$ cat src/efcu_pkg.sv
// --------
// engine flow control constants
// --------
package efcu_pkg;

    // --------
    // register indices (byte address is four times the index)
    // --------
    localparam logic [7:0] REG_PC0 = 8'h37;
    localparam logic [7:0] REG_STATUS = 8'h3a;
    localparam logic [7:0] REG_VAR_D = 8'h3c;
    localparam logic [7:0] REG_VAR_ALT = 8'h42;
    localparam logic [7:0] REG_FADE0 = 8'h48;
    localparam logic [7:0] REG_INSTR0 = 8'h50;
    localparam logic [7:0] REG_VAR_C = 8'h53;
    localparam logic [7:0] REG_VARA0 = 8'h54;
    localparam logic [7:0] REG_VARB0 = 8'h57;
    localparam logic [7:0] REG_CTRL = 8'h5b;
    localparam logic [7:0] REG_MAP = 8'h5c;
    localparam logic [7:0] REG_TRGLAT = 8'h5d;
    localparam logic [7:0] REG_PWM0 = 8'h60;
    localparam int NUM_ENG = 3;
    localparam int NUM_DRV = 9;
    localparam int CTRL_DSEL_BIT = 0;
    localparam logic [7:0] PWM_CLEAR = 8'h00;
    localparam logic [7:0] FADE_CLEAR = 8'h00;

    // --------
    // instruction word layout
    // --------
    localparam logic [2:0] OPC_JUMP = 3'h4;
    localparam logic [2:0] OPC_END = 3'h6;
    localparam logic [2:0] OPC_SYNC = 3'h7;
    localparam int OPC_LSB = 13;
    localparam int COND_LSB = 11;
    localparam int SKIP_LSB = 4;
    localparam int OPA_LSB = 2;
    localparam int OPB_LSB = 0;
    localparam int END_INT_BIT = 12;
    localparam int END_RST_BIT = 11;
    localparam int WAIT_LSB = 7;
    localparam int WAIT_EXT_BIT = 12;
    localparam int SEND_LSB = 1;
    localparam int SEND_EXT_BIT = 6;
    localparam logic [1:0] CND_NE = 2'h0;
    localparam logic [1:0] CND_GE = 2'h1;
    localparam logic [1:0] CND_SKIP_IF_BELOW = 2'h2;
    localparam logic [1:0] CND_SKIP_IF_SAME = 2'h3;

    // --------
    // timing
    // --------
    localparam int CORE_CLK_HZ = 125000000;
    localparam int ENG_CLK_HZ = 32000;
    localparam int TICK_DIV = CORE_CLK_HZ / ENG_CLK_HZ;
    localparam int INSTR_TICKS = 16;
    localparam logic [3:0] EXEC_LAST = 4'(INSTR_TICKS - 1);
    localparam int EXT_MIN_LOW_TICKS = 2;
    localparam int EXT_PULSE_TICKS = 3;

    typedef enum logic [1:0] {ST_IDLE, ST_EXEC, ST_WAIT} efcu_state_type;

endpackage : efcu_pkg

$ cat src/efcu_flow_ctrl.sv
// Local design decisions: the register addresses and register access over Wishbone.
`timescale 1ns/100ps
// --------
// Summary of operation
// [RQ1] end without notify: no interrupt, no status
// [RQ2] end with notify: PC zero, interrupt, status
// [RQ3] reading status clears interrupt and releases pin
// [RQ4] end without reset: PC zero, hold, PWM kept
// [RQ5] end with reset: clear mapped PWM only
// [RQ6] end with reset: clear own master fade
// [RQ7] send sixteen ticks, wait at least sixteen
// [RQ8] triggers latched until a wait consumes them
// [RQ9] wait stalls until all selected triggers seen
// [RQ10] external trigger must stay low two ticks
// [RQ11] external trigger out low three ticks
// [RQ12] external trigger line is active low
// [RQ13] own external trigger is never received
// [RQ14] external send completes before external wait
// [RQ15] wait field bits 7,8,9 engines, 12 external
// [RQ16] send field bits 1,2,3 engines, 6 external
// [RQ17] four compare jumps: ne, ge, below, same
// [RQ18] true jumps forward skip count, else next
// [RQ19] five-bit skip count, zero has no effect
// [RQ20] operand select: A, B, global, D register; code reads the ALT register as D while ctrl_dsel_r is set
// [RQ21] end takes sixteen engine ticks
// [RQ22] comparisons are unsigned
// --------
module efcu_flow_ctrl #(
    parameter int TICK_DIV = efcu_pkg::TICK_DIV
) (
    input wire logic CORE_CLK,
    input wire logic RST,
    input wire logic CE,
    input wire logic [9:0] WB_ADR_I,
    input wire logic [31:0] WB_DAT_I,
    input wire logic [3:0] WB_SEL_I,
    input wire logic WB_WE_I,
    input wire logic WB_CYC_I,
    input wire logic WB_STB_I,
    output logic [31:0] WB_DAT_O,
    output logic WB_ACK_O,
    output logic INT_N,
    input wire logic TRIG_I,
    output logic TRIG_O,
    output logic TRIG_OE_N
);
    if (TICK_DIV < 2 || TICK_DIV > 4095) begin : g_chk
        $error("efcu_flow_ctrl: TICK_DIV out of range");
    end

    // --------
    // helpers
    // --------
    function automatic logic [7:0] pick_operand(input logic [1:0] s, input logic [7:0] a,
                                                input logic [7:0] b, input logic [7:0] c,
                                                input logic [7:0] d);
        case (s)
            2'h0: pick_operand = a;
            2'h1: pick_operand = b;
            2'h2: pick_operand = c;
            default: pick_operand = d;
        endcase
    endfunction : pick_operand

    // operands are unsigned bytes
    function automatic logic cond_true(input logic [1:0] c, input logic [7:0] x,
                                       input logic [7:0] y);
        case (c)
            efcu_pkg::CND_NE: cond_true = x != y;
            efcu_pkg::CND_GE: cond_true = x >= y;
            efcu_pkg::CND_SKIP_IF_BELOW: cond_true = x < y;
            efcu_pkg::CND_SKIP_IF_SAME: cond_true = x == y;
            default: cond_true = 1'b0;
        endcase
    endfunction : cond_true

    function automatic logic [3:0] wait_mask(input logic [15:0] w);
        wait_mask = {w[efcu_pkg::WAIT_EXT_BIT], w[efcu_pkg::WAIT_LSB +: 3]};
    endfunction : wait_mask

    function automatic logic [31:0] lane_merge(input logic [31:0] old, input logic [31:0] d,
                                               input logic [3:0] sel);
        for (int i = 0; i < 4; i++) begin
            lane_merge[8*i +: 8] = sel[i] ? d[8*i +: 8] : old[8*i +: 8];
        end
    endfunction : lane_merge

    // --------
    // state
    // --------
    efcu_pkg::efcu_state_type st_r [3];
    efcu_pkg::efcu_state_type st_nxt [3];
    logic [3:0] cnt_r [3];
    logic [3:0] cnt_nxt [3];
    logic [6:0] pc_r [3];
    logic [6:0] pc_nxt [3];
    logic [15:0] instr_r [3];
    logic [3:0] lat_r [3];
    logic [3:0] lat_nxt [3];
    logic [3:0] lat_set [3];
    logic [3:0] lat_clr [3];
    logic [7:0] var_a_r [3];
    logic [7:0] var_b_r [3];
    logic [7:0] fade_r [3];
    logic [7:0] pwm_r [9];
    logic [17:0] map_r;
    logic [7:0] var_c_r, var_d_r, var_alt_r, opd, op1, op2;
    logic ctrl_dsel_r;
    logic [2:0] int_r, int_nxt, int_set, fade_clr, done, issue;
    logic [11:0] div_r;
    logic tick, ack_r, int_n_r, ext_send, ext_recv, wb_req, wr, wr8, rd_status;
    logic ext_hold_r, ext_low_r;
    logic [31:0] dat_o_r, rd_data;
    logic [7:0] idx;
    logic [3:0] wm;
    logic [15:0] iw;

    // --------
    // bus decode
    // --------
    assign wb_req = WB_CYC_I & WB_STB_I & ~ack_r;
    assign idx = WB_ADR_I[9:2];
    assign wr = wb_req & WB_WE_I;
    assign wr8 = wr & WB_SEL_I[0];
    assign rd_status = wb_req & ~WB_WE_I & idx == efcu_pkg::REG_STATUS; // RQ3
    assign tick = div_r == 12'(TICK_DIV - 1);
    assign opd = ctrl_dsel_r ? var_alt_r : var_d_r;

    for (genvar e = 0; e < 3; e++) begin : g_issue
        // a new instruction is refused while the engine is busy
        assign issue[e] = wr && WB_SEL_I[1:0] == 2'h3 && st_r[e] == efcu_pkg::ST_IDLE
                          && idx == efcu_pkg::REG_INSTR0 + 8'(e);
    end

    always_comb begin
        rd_data = 32'h0;
        case (idx)
            efcu_pkg::REG_STATUS: begin
                for (int e = 0; e < 3; e++) begin
                    rd_data[3 + e] = st_r[e] != efcu_pkg::ST_IDLE;
                end
                rd_data[2:0] = int_r;
            end
            efcu_pkg::REG_VAR_D: rd_data[7:0] = var_d_r;
            efcu_pkg::REG_VAR_ALT: rd_data[7:0] = var_alt_r;
            efcu_pkg::REG_VAR_C: rd_data[7:0] = var_c_r;
            efcu_pkg::REG_CTRL: rd_data[efcu_pkg::CTRL_DSEL_BIT] = ctrl_dsel_r;
            efcu_pkg::REG_MAP: rd_data[17:0] = map_r;
            efcu_pkg::REG_TRGLAT: rd_data[11:0] = {lat_r[2], lat_r[1], lat_r[0]};
            default: rd_data = 32'h0;
        endcase
        for (int e = 0; e < 3; e++) begin
            if (idx == efcu_pkg::REG_PC0 + 8'(e)) rd_data[6:0] = pc_r[e];
            if (idx == efcu_pkg::REG_FADE0 + 8'(e)) rd_data[7:0] = fade_r[e];
            if (idx == efcu_pkg::REG_INSTR0 + 8'(e)) rd_data[15:0] = instr_r[e];
            if (idx == efcu_pkg::REG_VARA0 + 8'(e)) rd_data[7:0] = var_a_r[e];
            if (idx == efcu_pkg::REG_VARB0 + 8'(e)) rd_data[7:0] = var_b_r[e];
        end
        for (int i = 0; i < 9; i++) begin
            if (idx == efcu_pkg::REG_PWM0 + 8'(i)) rd_data[7:0] = pwm_r[i];
        end
    end

    // --------
    // engine sequencing
    // --------
    always_comb begin
        ext_send = 1'b0;
        wm = 4'h0;
        iw = 16'h0;
        op1 = 8'h0;
        op2 = 8'h0;
        for (int e = 0; e < 3; e++) begin
            done[e] = tick && st_r[e] == efcu_pkg::ST_EXEC && cnt_r[e] == efcu_pkg::EXEC_LAST;
            lat_set[e] = {ext_recv, 3'h0}; // RQ8
        end
        for (int e = 0; e < 3; e++) begin
            iw = instr_r[e];
            if (done[e] && iw[efcu_pkg::OPC_LSB +: 3] == efcu_pkg::OPC_SYNC) begin
                for (int k = 0; k < 3; k++) begin
                    if (iw[efcu_pkg::SEND_LSB + k]) lat_set[k][e] = 1'b1; // RQ16 RQ8
                end
                if (iw[efcu_pkg::SEND_EXT_BIT]) ext_send = 1'b1; // RQ16
            end
        end
        for (int e = 0; e < 3; e++) begin
            iw = instr_r[e];
            wm = wait_mask(iw); // RQ15
            st_nxt[e] = st_r[e];
            cnt_nxt[e] = cnt_r[e];
            pc_nxt[e] = pc_r[e];
            lat_clr[e] = 4'h0;
            int_set[e] = 1'b0;
            fade_clr[e] = 1'b0;
            op1 = pick_operand(iw[efcu_pkg::OPA_LSB +: 2], var_a_r[e], var_b_r[e], var_c_r,
                               opd); // RQ20
            op2 = pick_operand(iw[efcu_pkg::OPB_LSB +: 2], var_a_r[e], var_b_r[e], var_c_r,
                               opd); // RQ20
            case (st_r[e])
                efcu_pkg::ST_IDLE: begin
                    if (issue[e]) begin
                        st_nxt[e] = efcu_pkg::ST_EXEC;
                        cnt_nxt[e] = 4'h0;
                    end
                end
                efcu_pkg::ST_EXEC: begin
                    if (tick) cnt_nxt[e] = cnt_r[e] + 4'h1; // RQ7 RQ21
                    if (done[e]) begin
                        st_nxt[e] = efcu_pkg::ST_IDLE;
                        pc_nxt[e] = pc_r[e] + 7'h1; // RQ18
                        case (iw[efcu_pkg::OPC_LSB +: 3])
                            efcu_pkg::OPC_JUMP: begin
                                // a zero skip lands on the next instruction
                                if (cond_true(iw[efcu_pkg::COND_LSB +: 2], op1, op2)) begin
                                    pc_nxt[e] = pc_r[e] + 7'(iw[efcu_pkg::SKIP_LSB +: 5])
                                                + 7'h1; // RQ17 RQ18 RQ19 RQ22
                                end
                            end
                            efcu_pkg::OPC_END: begin
                                pc_nxt[e] = 7'h0; // RQ2 RQ4 RQ5
                                int_set[e] = iw[efcu_pkg::END_INT_BIT]; // RQ1 RQ2
                                fade_clr[e] = iw[efcu_pkg::END_RST_BIT]; // RQ4 RQ5 RQ6
                            end
                            efcu_pkg::OPC_SYNC: begin
                                // a pin wait holds off until the own pulse ends
                                if (wm != 4'h0) st_nxt[e] = efcu_pkg::ST_WAIT; // RQ7 RQ14
                            end
                            default: ;
                        endcase
                    end
                end
                efcu_pkg::ST_WAIT: begin
                    if ((lat_r[e] & wm) == wm && !(wm[3] && ext_hold_r)) begin // RQ9 RQ14
                        lat_clr[e] = wm; // RQ8
                        pc_nxt[e] = pc_r[e] + 7'h1;
                        st_nxt[e] = efcu_pkg::ST_IDLE;
                    end
                end
                default: st_nxt[e] = efcu_pkg::ST_IDLE;
            endcase
            // a trigger arriving as the wait consumes it is kept
            lat_nxt[e] = (lat_r[e] & ~lat_clr[e]) | lat_set[e];
        end
    end

    // set wins over the clear-on-read
    assign int_nxt = (int_r & ~{3{rd_status}}) | int_set; // RQ2 RQ3

    // --------
    // registers
    // --------
    always_ff @(posedge CORE_CLK or posedge RST) begin
        if (RST) begin
            div_r <= 12'h0;
            ack_r <= 1'b0;
            dat_o_r <= 32'h0;
            int_r <= 3'h0;
            int_n_r <= 1'b1;
            ext_hold_r <= 1'b0;
            ext_low_r <= 1'b0;
        end else if (CE) begin
            div_r <= tick ? 12'h0 : div_r + 12'h1;
            ack_r <= wb_req;
            dat_o_r <= (wb_req && !WB_WE_I) ? rd_data : 32'h0;
            int_r <= int_nxt;
            int_n_r <= ~|int_nxt; // RQ2 RQ3
            // own pulse must go out and end first
            ext_hold_r <= ext_send | (ext_hold_r & ~(ext_low_r & TRIG_OE_N)); // RQ14
            ext_low_r <= ext_hold_r & (ext_low_r | ~TRIG_OE_N);
        end
    end

    always_ff @(posedge CORE_CLK or posedge RST) begin
        if (RST) begin
            for (int e = 0; e < 3; e++) begin
                st_r[e] <= efcu_pkg::ST_IDLE;
                cnt_r[e] <= 4'h0;
                pc_r[e] <= 7'h0;
                instr_r[e] <= 16'h0;
                lat_r[e] <= 4'h0;
            end
        end else if (CE) begin
            for (int e = 0; e < 3; e++) begin
                st_r[e] <= st_nxt[e];
                cnt_r[e] <= cnt_nxt[e];
                pc_r[e] <= pc_nxt[e];
                lat_r[e] <= lat_nxt[e];
                if (issue[e]) instr_r[e] <= WB_DAT_I[15:0];
            end
        end
    end

    always_ff @(posedge CORE_CLK or posedge RST) begin
        if (RST) begin
            var_c_r <= 8'h0;
            var_d_r <= 8'h0;
            var_alt_r <= 8'h0;
            ctrl_dsel_r <= 1'b0;
            map_r <= 18'h0;
            for (int e = 0; e < 3; e++) begin
                var_a_r[e] <= 8'h0;
                var_b_r[e] <= 8'h0;
                fade_r[e] <= 8'h0;
            end
        end else if (CE) begin
            if (wr8 && idx == efcu_pkg::REG_VAR_C) var_c_r <= WB_DAT_I[7:0];
            if (wr8 && idx == efcu_pkg::REG_VAR_D) var_d_r <= WB_DAT_I[7:0];
            if (wr8 && idx == efcu_pkg::REG_VAR_ALT) var_alt_r <= WB_DAT_I[7:0];
            if (wr8 && idx == efcu_pkg::REG_CTRL) begin
                ctrl_dsel_r <= WB_DAT_I[efcu_pkg::CTRL_DSEL_BIT];
            end
            if (wr && idx == efcu_pkg::REG_MAP) begin
                map_r <= 18'(lane_merge(32'(map_r), WB_DAT_I, WB_SEL_I));
            end
            for (int e = 0; e < 3; e++) begin
                if (wr8 && idx == efcu_pkg::REG_VARA0 + 8'(e)) var_a_r[e] <= WB_DAT_I[7:0];
                if (wr8 && idx == efcu_pkg::REG_VARB0 + 8'(e)) var_b_r[e] <= WB_DAT_I[7:0];
                if (fade_clr[e]) begin
                    fade_r[e] <= efcu_pkg::FADE_CLEAR; // RQ6
                end else if (wr8 && idx == efcu_pkg::REG_FADE0 + 8'(e)) begin
                    fade_r[e] <= WB_DAT_I[7:0];
                end
            end
        end
    end

    // map field per driver: 0 unmapped, 1..3 engine number
    always_ff @(posedge CORE_CLK or posedge RST) begin
        if (RST) begin
            for (int i = 0; i < 9; i++) begin
                pwm_r[i] <= 8'h0;
            end
        end else if (CE) begin
            for (int i = 0; i < 9; i++) begin
                if (map_r[2*i +: 2] != 2'h0 && fade_clr[map_r[2*i +: 2] - 2'h1]) begin
                    pwm_r[i] <= efcu_pkg::PWM_CLEAR; // RQ5
                end else if (wr8 && idx == efcu_pkg::REG_PWM0 + 8'(i)) begin
                    pwm_r[i] <= WB_DAT_I[7:0];
                end
            end
        end
    end

    // --------
    // external trigger pin
    // --------
    efcu_ext_trig u_ext_trig (
        .clk(CORE_CLK),
        .rst(RST),
        .ce(CE),
        .tick(tick),
        .send(ext_send),
        .pin_i(TRIG_I),
        .pin_o(TRIG_O),
        .pin_oe_n(TRIG_OE_N),
        .recv(ext_recv)
    );

    assign WB_ACK_O = ack_r;
    assign WB_DAT_O = dat_o_r;
    assign INT_N = int_n_r;
endmodule : efcu_flow_ctrl

$ cat src/efcu_ext_trig.sv
`timescale 1ns/100ps
// --------
// external trigger pin: send pulse, masked receive
// --------
module efcu_ext_trig #(
    parameter int PULSE_TICKS = efcu_pkg::EXT_PULSE_TICKS,
    parameter int MIN_LOW = efcu_pkg::EXT_MIN_LOW_TICKS
) (
    input wire logic clk,
    input wire logic rst,
    input wire logic ce,
    input wire logic tick,
    input wire logic send,
    input wire logic pin_i,
    output logic pin_o,
    output logic pin_oe_n,
    output logic recv
);
    if (PULSE_TICKS < 1 || PULSE_TICKS > 15 || MIN_LOW < 1 || MIN_LOW > 15) begin : g_chk
        $error("efcu_ext_trig: tick counts out of range");
    end

    logic sync1_r, sync2_r, pend_r, mask_r, recv_r, oe_n_r, drive;
    logic [3:0] drv_cnt_r, drv_nxt, low_cnt_r;

    // pulse starts on a tick so the low time is whole engine periods
    assign drv_nxt = (tick && pend_r) ? 4'(PULSE_TICKS) :
                     (tick && drv_cnt_r != 4'h0) ? drv_cnt_r - 4'h1 : drv_cnt_r; // RQ11
    assign drive = drv_nxt != 4'h0;
    assign pin_o = 1'b0; // RQ12
    assign pin_oe_n = oe_n_r;
    assign recv = recv_r;

    always_ff @(posedge clk or posedge rst) begin
        if (rst) begin
            sync1_r <= 1'b1;
            sync2_r <= 1'b1;
            pend_r <= 1'b0;
            drv_cnt_r <= 4'h0;
            oe_n_r <= 1'b1;
            mask_r <= 1'b0;
            low_cnt_r <= 4'h0;
            recv_r <= 1'b0;
        end else if (ce) begin
            sync1_r <= pin_i;
            sync2_r <= sync1_r;
            pend_r <= send | (pend_r & ~tick);
            drv_cnt_r <= drv_nxt;
            oe_n_r <= ~drive;
            // own pulse stays masked until the line is seen high again
            mask_r <= drive | (mask_r & ~sync2_r); // RQ13
            recv_r <= 1'b0;
            if (sync2_r || mask_r) begin
                low_cnt_r <= 4'h0;
            end else if (tick && low_cnt_r != 4'(MIN_LOW)) begin
                low_cnt_r <= low_cnt_r + 4'h1;
                recv_r <= (low_cnt_r == 4'(MIN_LOW - 1)); // RQ10 RQ12
            end
        end
    end
endmodule : efcu_ext_trig

$ cat config.mk
export PLATFORM = sky130hd
export DESIGN_NAME = efcu_flow_ctrl
export DESIGN_NICKNAME = d
export VERILOG_FILES = /design/src/efcu_pkg.sv /design/src/efcu_flow_ctrl.sv /design/src/efcu_ext_trig.sv
export SDC_FILE = /design/constraint.sdc
export NUM_CORES = 1
export LEC_CHECK = 0
export BUFFER_PORTS_ARGS = -buffer_cell sky130_fd_sc_hd__buf_2
export CAP_MARGIN = 30
export CORE_UTILIZATION = 45
export CTS_CLUSTER_SIZE = 16
export DETAILED_ROUTE_END_ITERATION = 12
export PLACE_DENSITY_LB_ADDON = 0.3
export SYNTH_ARGS = -nofsm -noshare
export SYNTH_HDL_FRONTEND = slang
export SYNTH_HIERARCHICAL = 1
export SYNTH_SLANG_ARGS = --single-unit
$ cat constraint.sdc
create_clock -name CORE_CLK -period 9.5 [get_ports CORE_CLK]
set_input_delay 0 -clock CORE_CLK [delete_from_list [all_inputs] [get_ports CORE_CLK]]
set_output_delay 0 -clock CORE_CLK [all_outputs]
set_load 0.03 [all_outputs]
Word-level counts from Yosys, hierarchy flattened. Index checks and enable logic that the tools add are counted.

Register bits: 351. Latch bits: 0. Memory bits (writable): 0. Memory bits (read-only): 0. Bits of input ports: 53. Output and inout port bits: 36. Word-level logic and storage cells: 565. Memories kept: 0.

$add $sub $neg: 24. $mul: 0. Div/mod/pow operators: 0. Magnitude comparators: 15. Equal/unequal tests: 95. Shifts and indexed selects: 0. Mux-type cells: 188. Bitwise operators: 37. Reduce and logical (&&, ||, !) cells: 151.

Operators with widths (number): $mux 8 (43); $eq 8x7->1 const B (26); $pmux 8 s3 (6); $mux 7 (12); $pmux 7 s2 (6); $mux 4 (16); $mux 1 (62); $reduce_bool 2->1 (31); $logic_and 1x1->1 (58); $reduce_and 2->1 (26); $mux 16 (3); $add 7x1->7 const B (6); $eq 8x6->1 const B (5); $reduce_and 4->1 (9); $eq 2x2->1 const B (16); $pmux 4 s2 (4); $mux 2 (15); $pmux 5 s6 (1); $eq 3x3->1 const B (9); $lt 2x3->1 const B (9); $and 4x4->4 (6); $eq 2x1->1 const B (12); $eq 8x8->1 (3); $ge 8x8->1 (3); other kinds (35) (123).

Longest topological paths before layout.
Depth after elaboration: 27. Depth in mapped cells: 13. Depth with buffers taken out: 11.

Cells and area by module. The synthesis kept the hierarchy.

By module, submodules not included: efcu_flow_ctrl (instances 1, cells an instance 2054, area an instance 20285.7 um^2, seq. area each 8084.0 um^2); efcu_ext_trig (instances 1, cells an instance 90, area an instance 864.6 um^2, seq. area each 354.1 um^2).

Least setup slack after synthesis. Ideal clock, no wire load.

Path type: register to register. Start point: reg ctrl_dsel_r. End point: reg pc_r[20] (netlist bit). Library setup time: 0.086 ns. Arrival: 3.317 ns. Required time: 9.414 ns. Setup slack: 6.098 ns. Cell stages (with the launch flop): 13. Path buffers: 2. Period minus slack after synthesis: 3.402 ns. Cell sequence: dfrtp_1 -> clkbuf_1 -> mux2_2 -> mux4_2 -> ha_1 -> nor3_1 -> or3_1 -> a21oi_1 -> o31ai_1 -> o22a_1 -> clkbuf_1 -> or3_1 -> a32oi_1.

Cells in the longest elaborated chain, start to end: 11. Elaborated cells on any way between the ends: 15. Those cells by class: order compare: 2; eq/ne: 2; mux: 11.

Ends and longest elaborated chain: start, declared (RTL line efcu_flow_ctrl.sv:108) `logic ctrl_dsel_r;`; start signal, assigned (RTL line efcu_flow_ctrl.sv:310) `ctrl_dsel_r <= WB_DAT_I[efcu_pkg::CTRL_DSEL_BIT];`; $mux 8 (*) (RTL line efcu_flow_ctrl.sv:127) `assign opd = ctrl_dsel_r ? var_alt_r : var_d_r;`; $pmux 8 s3 (RTL line efcu_flow_ctrl.sv:57) `case (s)`; $lt 8x8->1 (tied with other cells) (RTL line efcu_flow_ctrl.sv:71) `efcu_pkg::CND_SKIP_IF_BELOW: cond_true = x < y;`; $pmux 1 s4 (*) (RTL line efcu_flow_ctrl.sv:68) `case (c)`; $mux 1 (*) (RTL line efcu_flow_ctrl.sv:211) `case (iw[efcu_pkg::OPC_LSB +: 3])`; $mux 1 (*) (RTL line efcu_flow_ctrl.sv:208) `if (done[e]) begin`; $mux 1 (*) (RTL line efcu_flow_ctrl.sv:199) `case (st_r[e])`; $mux 7 (*) (RTL line efcu_flow_ctrl.sv:214) `if (cond_true(iw[efcu_pkg::COND_LSB +: 2], op1, op2)) begin`; $pmux 7 s2 (*) (RTL line efcu_flow_ctrl.sv:211); $mux 7 (*) (RTL line efcu_flow_ctrl.sv:208); $pmux 7 s2 (*) (RTL line efcu_flow_ctrl.sv:199); end signal, assigned by index (RTL line efcu_flow_ctrl.sv:286) `pc_r[e] <= pc_nxt[e];`; end, declared (RTL line efcu_flow_ctrl.sv:95) `logic [6:0] pc_r [3];`.

Mark *: on every way between the ends. The rest lies on a longest branch, timed or not. The select of a mux whose other input is x is not followed. A chain may end at the register's enable or synchronous reset.

Worst setup path in the final report.
Start point: reg ctrl_dsel_r. End point: reg pc_r[13] (netlist bit).

The elaborated chain is that of the path after synthesis.

==> run metrics <==
status finished, final reports clean; # nets final 2287; Sw Ratio 25.2%; Worst Max-Slew Pin Slew 1.07 ns; TNS Setup 0 ns; FFs w/ async S/R, synth 100%; HP Class in2reg; total CTS buffers 40; DRT antenna net count 0; Post-CTS Setup Bufs 0; layout cells sized above 1 18.4%; drt wl/cell 26.6 µm; setup violators final 0; Slew Limit Fails 0; largest net degree at the start of global routing 130; Sequential Area 0.00844 mm²; Worst Skew 0.0255 ns; hpwl dp 53.6 mm; top cells by area, synth dfrtp_1, mux2_2, mux4_2, nand2_1, ha_1; max_cap viols 0; RD Place Congestion 1.03; cts repair resizes 0; multi-input logic area 0.0117 mm²; post-route clock period utilization 45.8%; first-pass iteration count of the detailed router 5; initial antenna violation count 0; H-Tree Depth 2; GR Overflow Total 0; CP Max Fanout 10; number of buffers inserted by port buffering 56; leading area contributor after synthesis dfrtp_1; worst endpoint data arrival time 4.79 ns; Power Total 3.35 mW; routed wire length 74.8 mm; Die H 219 µm; #FFs+latches synth 337; synth unique cells 102; final std cells w/o fill 2808; Placed Cells 2710; top cell type's share of synthesized area 39.4%; clk root buf clkbuf_16; post-synthesis cell area 0.0212 mm²; Initial Util 45.5%; Total GRT Usage 31.6%; Post-route DRC 0; Vias/cell 6.56; Comb pwr share 7.1%; die area 0.0479 mm²; CTS sink cnt 337; Cell Int Power 2.50 mW; Peak supply drop 0.000127 V; YS warnings 6; CP Class reg2reg; Post-Syn Instances 2144; io pins 89; slew margin rel. 27.8%; slowest CP cell dfrtp_1; clk buf depth 3; Synth Flop Type dfrtp_1; RSZ-0062 raised after global routing no; CTS tree done; Mapped Avg Cell Area 9.86 µm²; Switch Pwr 0.844 mW; hold buffer count at CTS 22; Sequential Power Share 44.5%; Fin. Hold Viols 0; Reg clk slew, reported paths 0.06 ns; routed vias 18400; Leakage 10.3 nW; worst hold slack 0.0269 ns; Data required, critical path 9.94 ns; Critical Path, Cell by Cell mux2_2 -> mux4_2 -> ha_1 -> o21ai_0 -> or3_1 -> a21oi_1 -> o21ai_0 -> a31oi_2 -> nor3_1 -> o32a_1; Die X 219 µm; min Tclk post-route 4.35 ns; Max Clk Rate 0.230 GHz; pwr dens 143 mW/mm²; first-pass GRT wire length 113 mm; antenna cell count 0; Most common cell on crit path o21ai_0; core area 0.0465 mm²; area grow syn2layout 10.7%; vias in the first global route 17900; row cnt 79; post-synthesis sequential area ratio 39.9%; CP endpoint kind flop; number of flops mapped to enable cells by yosys 0; worst stage delay on the critical path 0.66 ns; clock latency on the worst-skew pair 0.58 ns; most common cell in the netlist dfrtp_1; startpoint type of the worst setup path flop; Commonest cells post-synth dfrtp_1, nand2_1, o21ai_0; fillers 4214; Clock Power Share 48.5%; fin util 50.4%; DR iter-0 viols 2298
[layout make-up]
type,count,area share [%]
Multi-Input combinational cell,1586,50.1
Clock buffer,58,5.04
Inverter,103,1.68
Timing Repair Buffer,103,3.15
Sequential cell,337,36.0
Clock inverter,14,0.775
Tap cell,607,3.24
[critical path, delay by kind of cell, from the launching register on]
family          cells  cell delay [ns]
compound gates      5             1.79
fa+ha+maj           1             0.31
simple gates        2             0.46
flops               1             0.66
mux                 2             0.98
[cells in the final DEF, fill, tap and decap left out, drive strengths merged, types with 41 or more instances in the layout]
| master | netlist | layout |
|---|---|---|
| dfrtp | 333 | 333 |
| nor2 | 135 | 135 |
| inv | 102 | 104 |
| nor2b | 41 | 41 |
| a21oi | 79 | 79 |
| buf | 65 | 79 |
| clkbuf | 66 | 59 |
| nand2 | 232 | 232 |
| mux4 | 48 | 48 |
| a22o | 66 | 66 |
| nor3 | 48 | 48 |
| mux2 | 139 | 139 |
| ha | 60 | 60 |
| nand3 | 70 | 70 |
| o21ai | 152 | 152 |
[registers in the layout, summed over array words and instances, names as in the netlist, 8 cells and up]
name and flops:
pwm_r 72, instr_r 32, fade_r 24, var_a_r 24, var_b_r 24, pc_r 21
WB_DAT_O 18, map_r 18, iw 16, cnt_r 12, div_r 12, lat_r 12
var_alt_r 8, var_c_r 8, var_d_r 8
[power groups by stage]
stage,Combinational [mW],Clock (mW),Sequential [mW]
after floorplan,0.153,0,1.50
after global placement,0.219,0,1.51
after detailed placement,0.224,0,1.51
after CTS,0.230,1.64,1.49
after global routing,0.256,1.69,1.49
final,0.236,1.62,1.49
[final timing paths]
kind,depth (start not counted),to,slack (ns),from
setup / recovery,10,pc_r[13],5.15,ctrl_dsel_r
min in group asynchronous,4,WB_DAT_O[16],0.43,RST
hold reg to reg,2,fade_r[14],0.49,fade_r[14]
hold / removal,5,WB_DAT_O[16],0.03,WB_WE_I
max in group asynchronous,7,var_a_r[17],6.69,RST
setup reg to reg,10,pc_r[13],5.15,ctrl_dsel_r
[through the flow]
| step | cell area [µm²] | setup slack [ns] |
|---|---|---|
| 2_1_floorplan | 21200 | 0.560 |
| 3_3_place_gp | 21700 | 5.39 |
| 3_5_place_dp | 21800 | 5.32 |
| 4_1_cts | 23400 | 5.29 |
| 5_1_grt | 23400 | 5.01 |
| 6_report | 23400 | 5.15 |
[routing by layer]
layer / track usage, % / vias to the layer above / wire length, µm
met2: 47.1 / 1049 / 32800
met3: 6.71 / 200 / 7220
li1: - / 7997 / -
met4: 15.9 / 0 / 3810
met1: 43.3 / 9184 / 31000
met5: 0 / - / 0
[logic make-up after synthesis]
| family | synth area share (%) |
|---|---|
| compound gates | 17.6 |
| xor+xnor | 1.70 |
| fa+ha+maj | 3.83 |
| buf+inv | 4.92 |
| flops | 39.9 |
| mux | 13.5 |
| other cells | 0.0355 |
| simple gates | 18.5 |
Power figures use the tool's default switching activity.
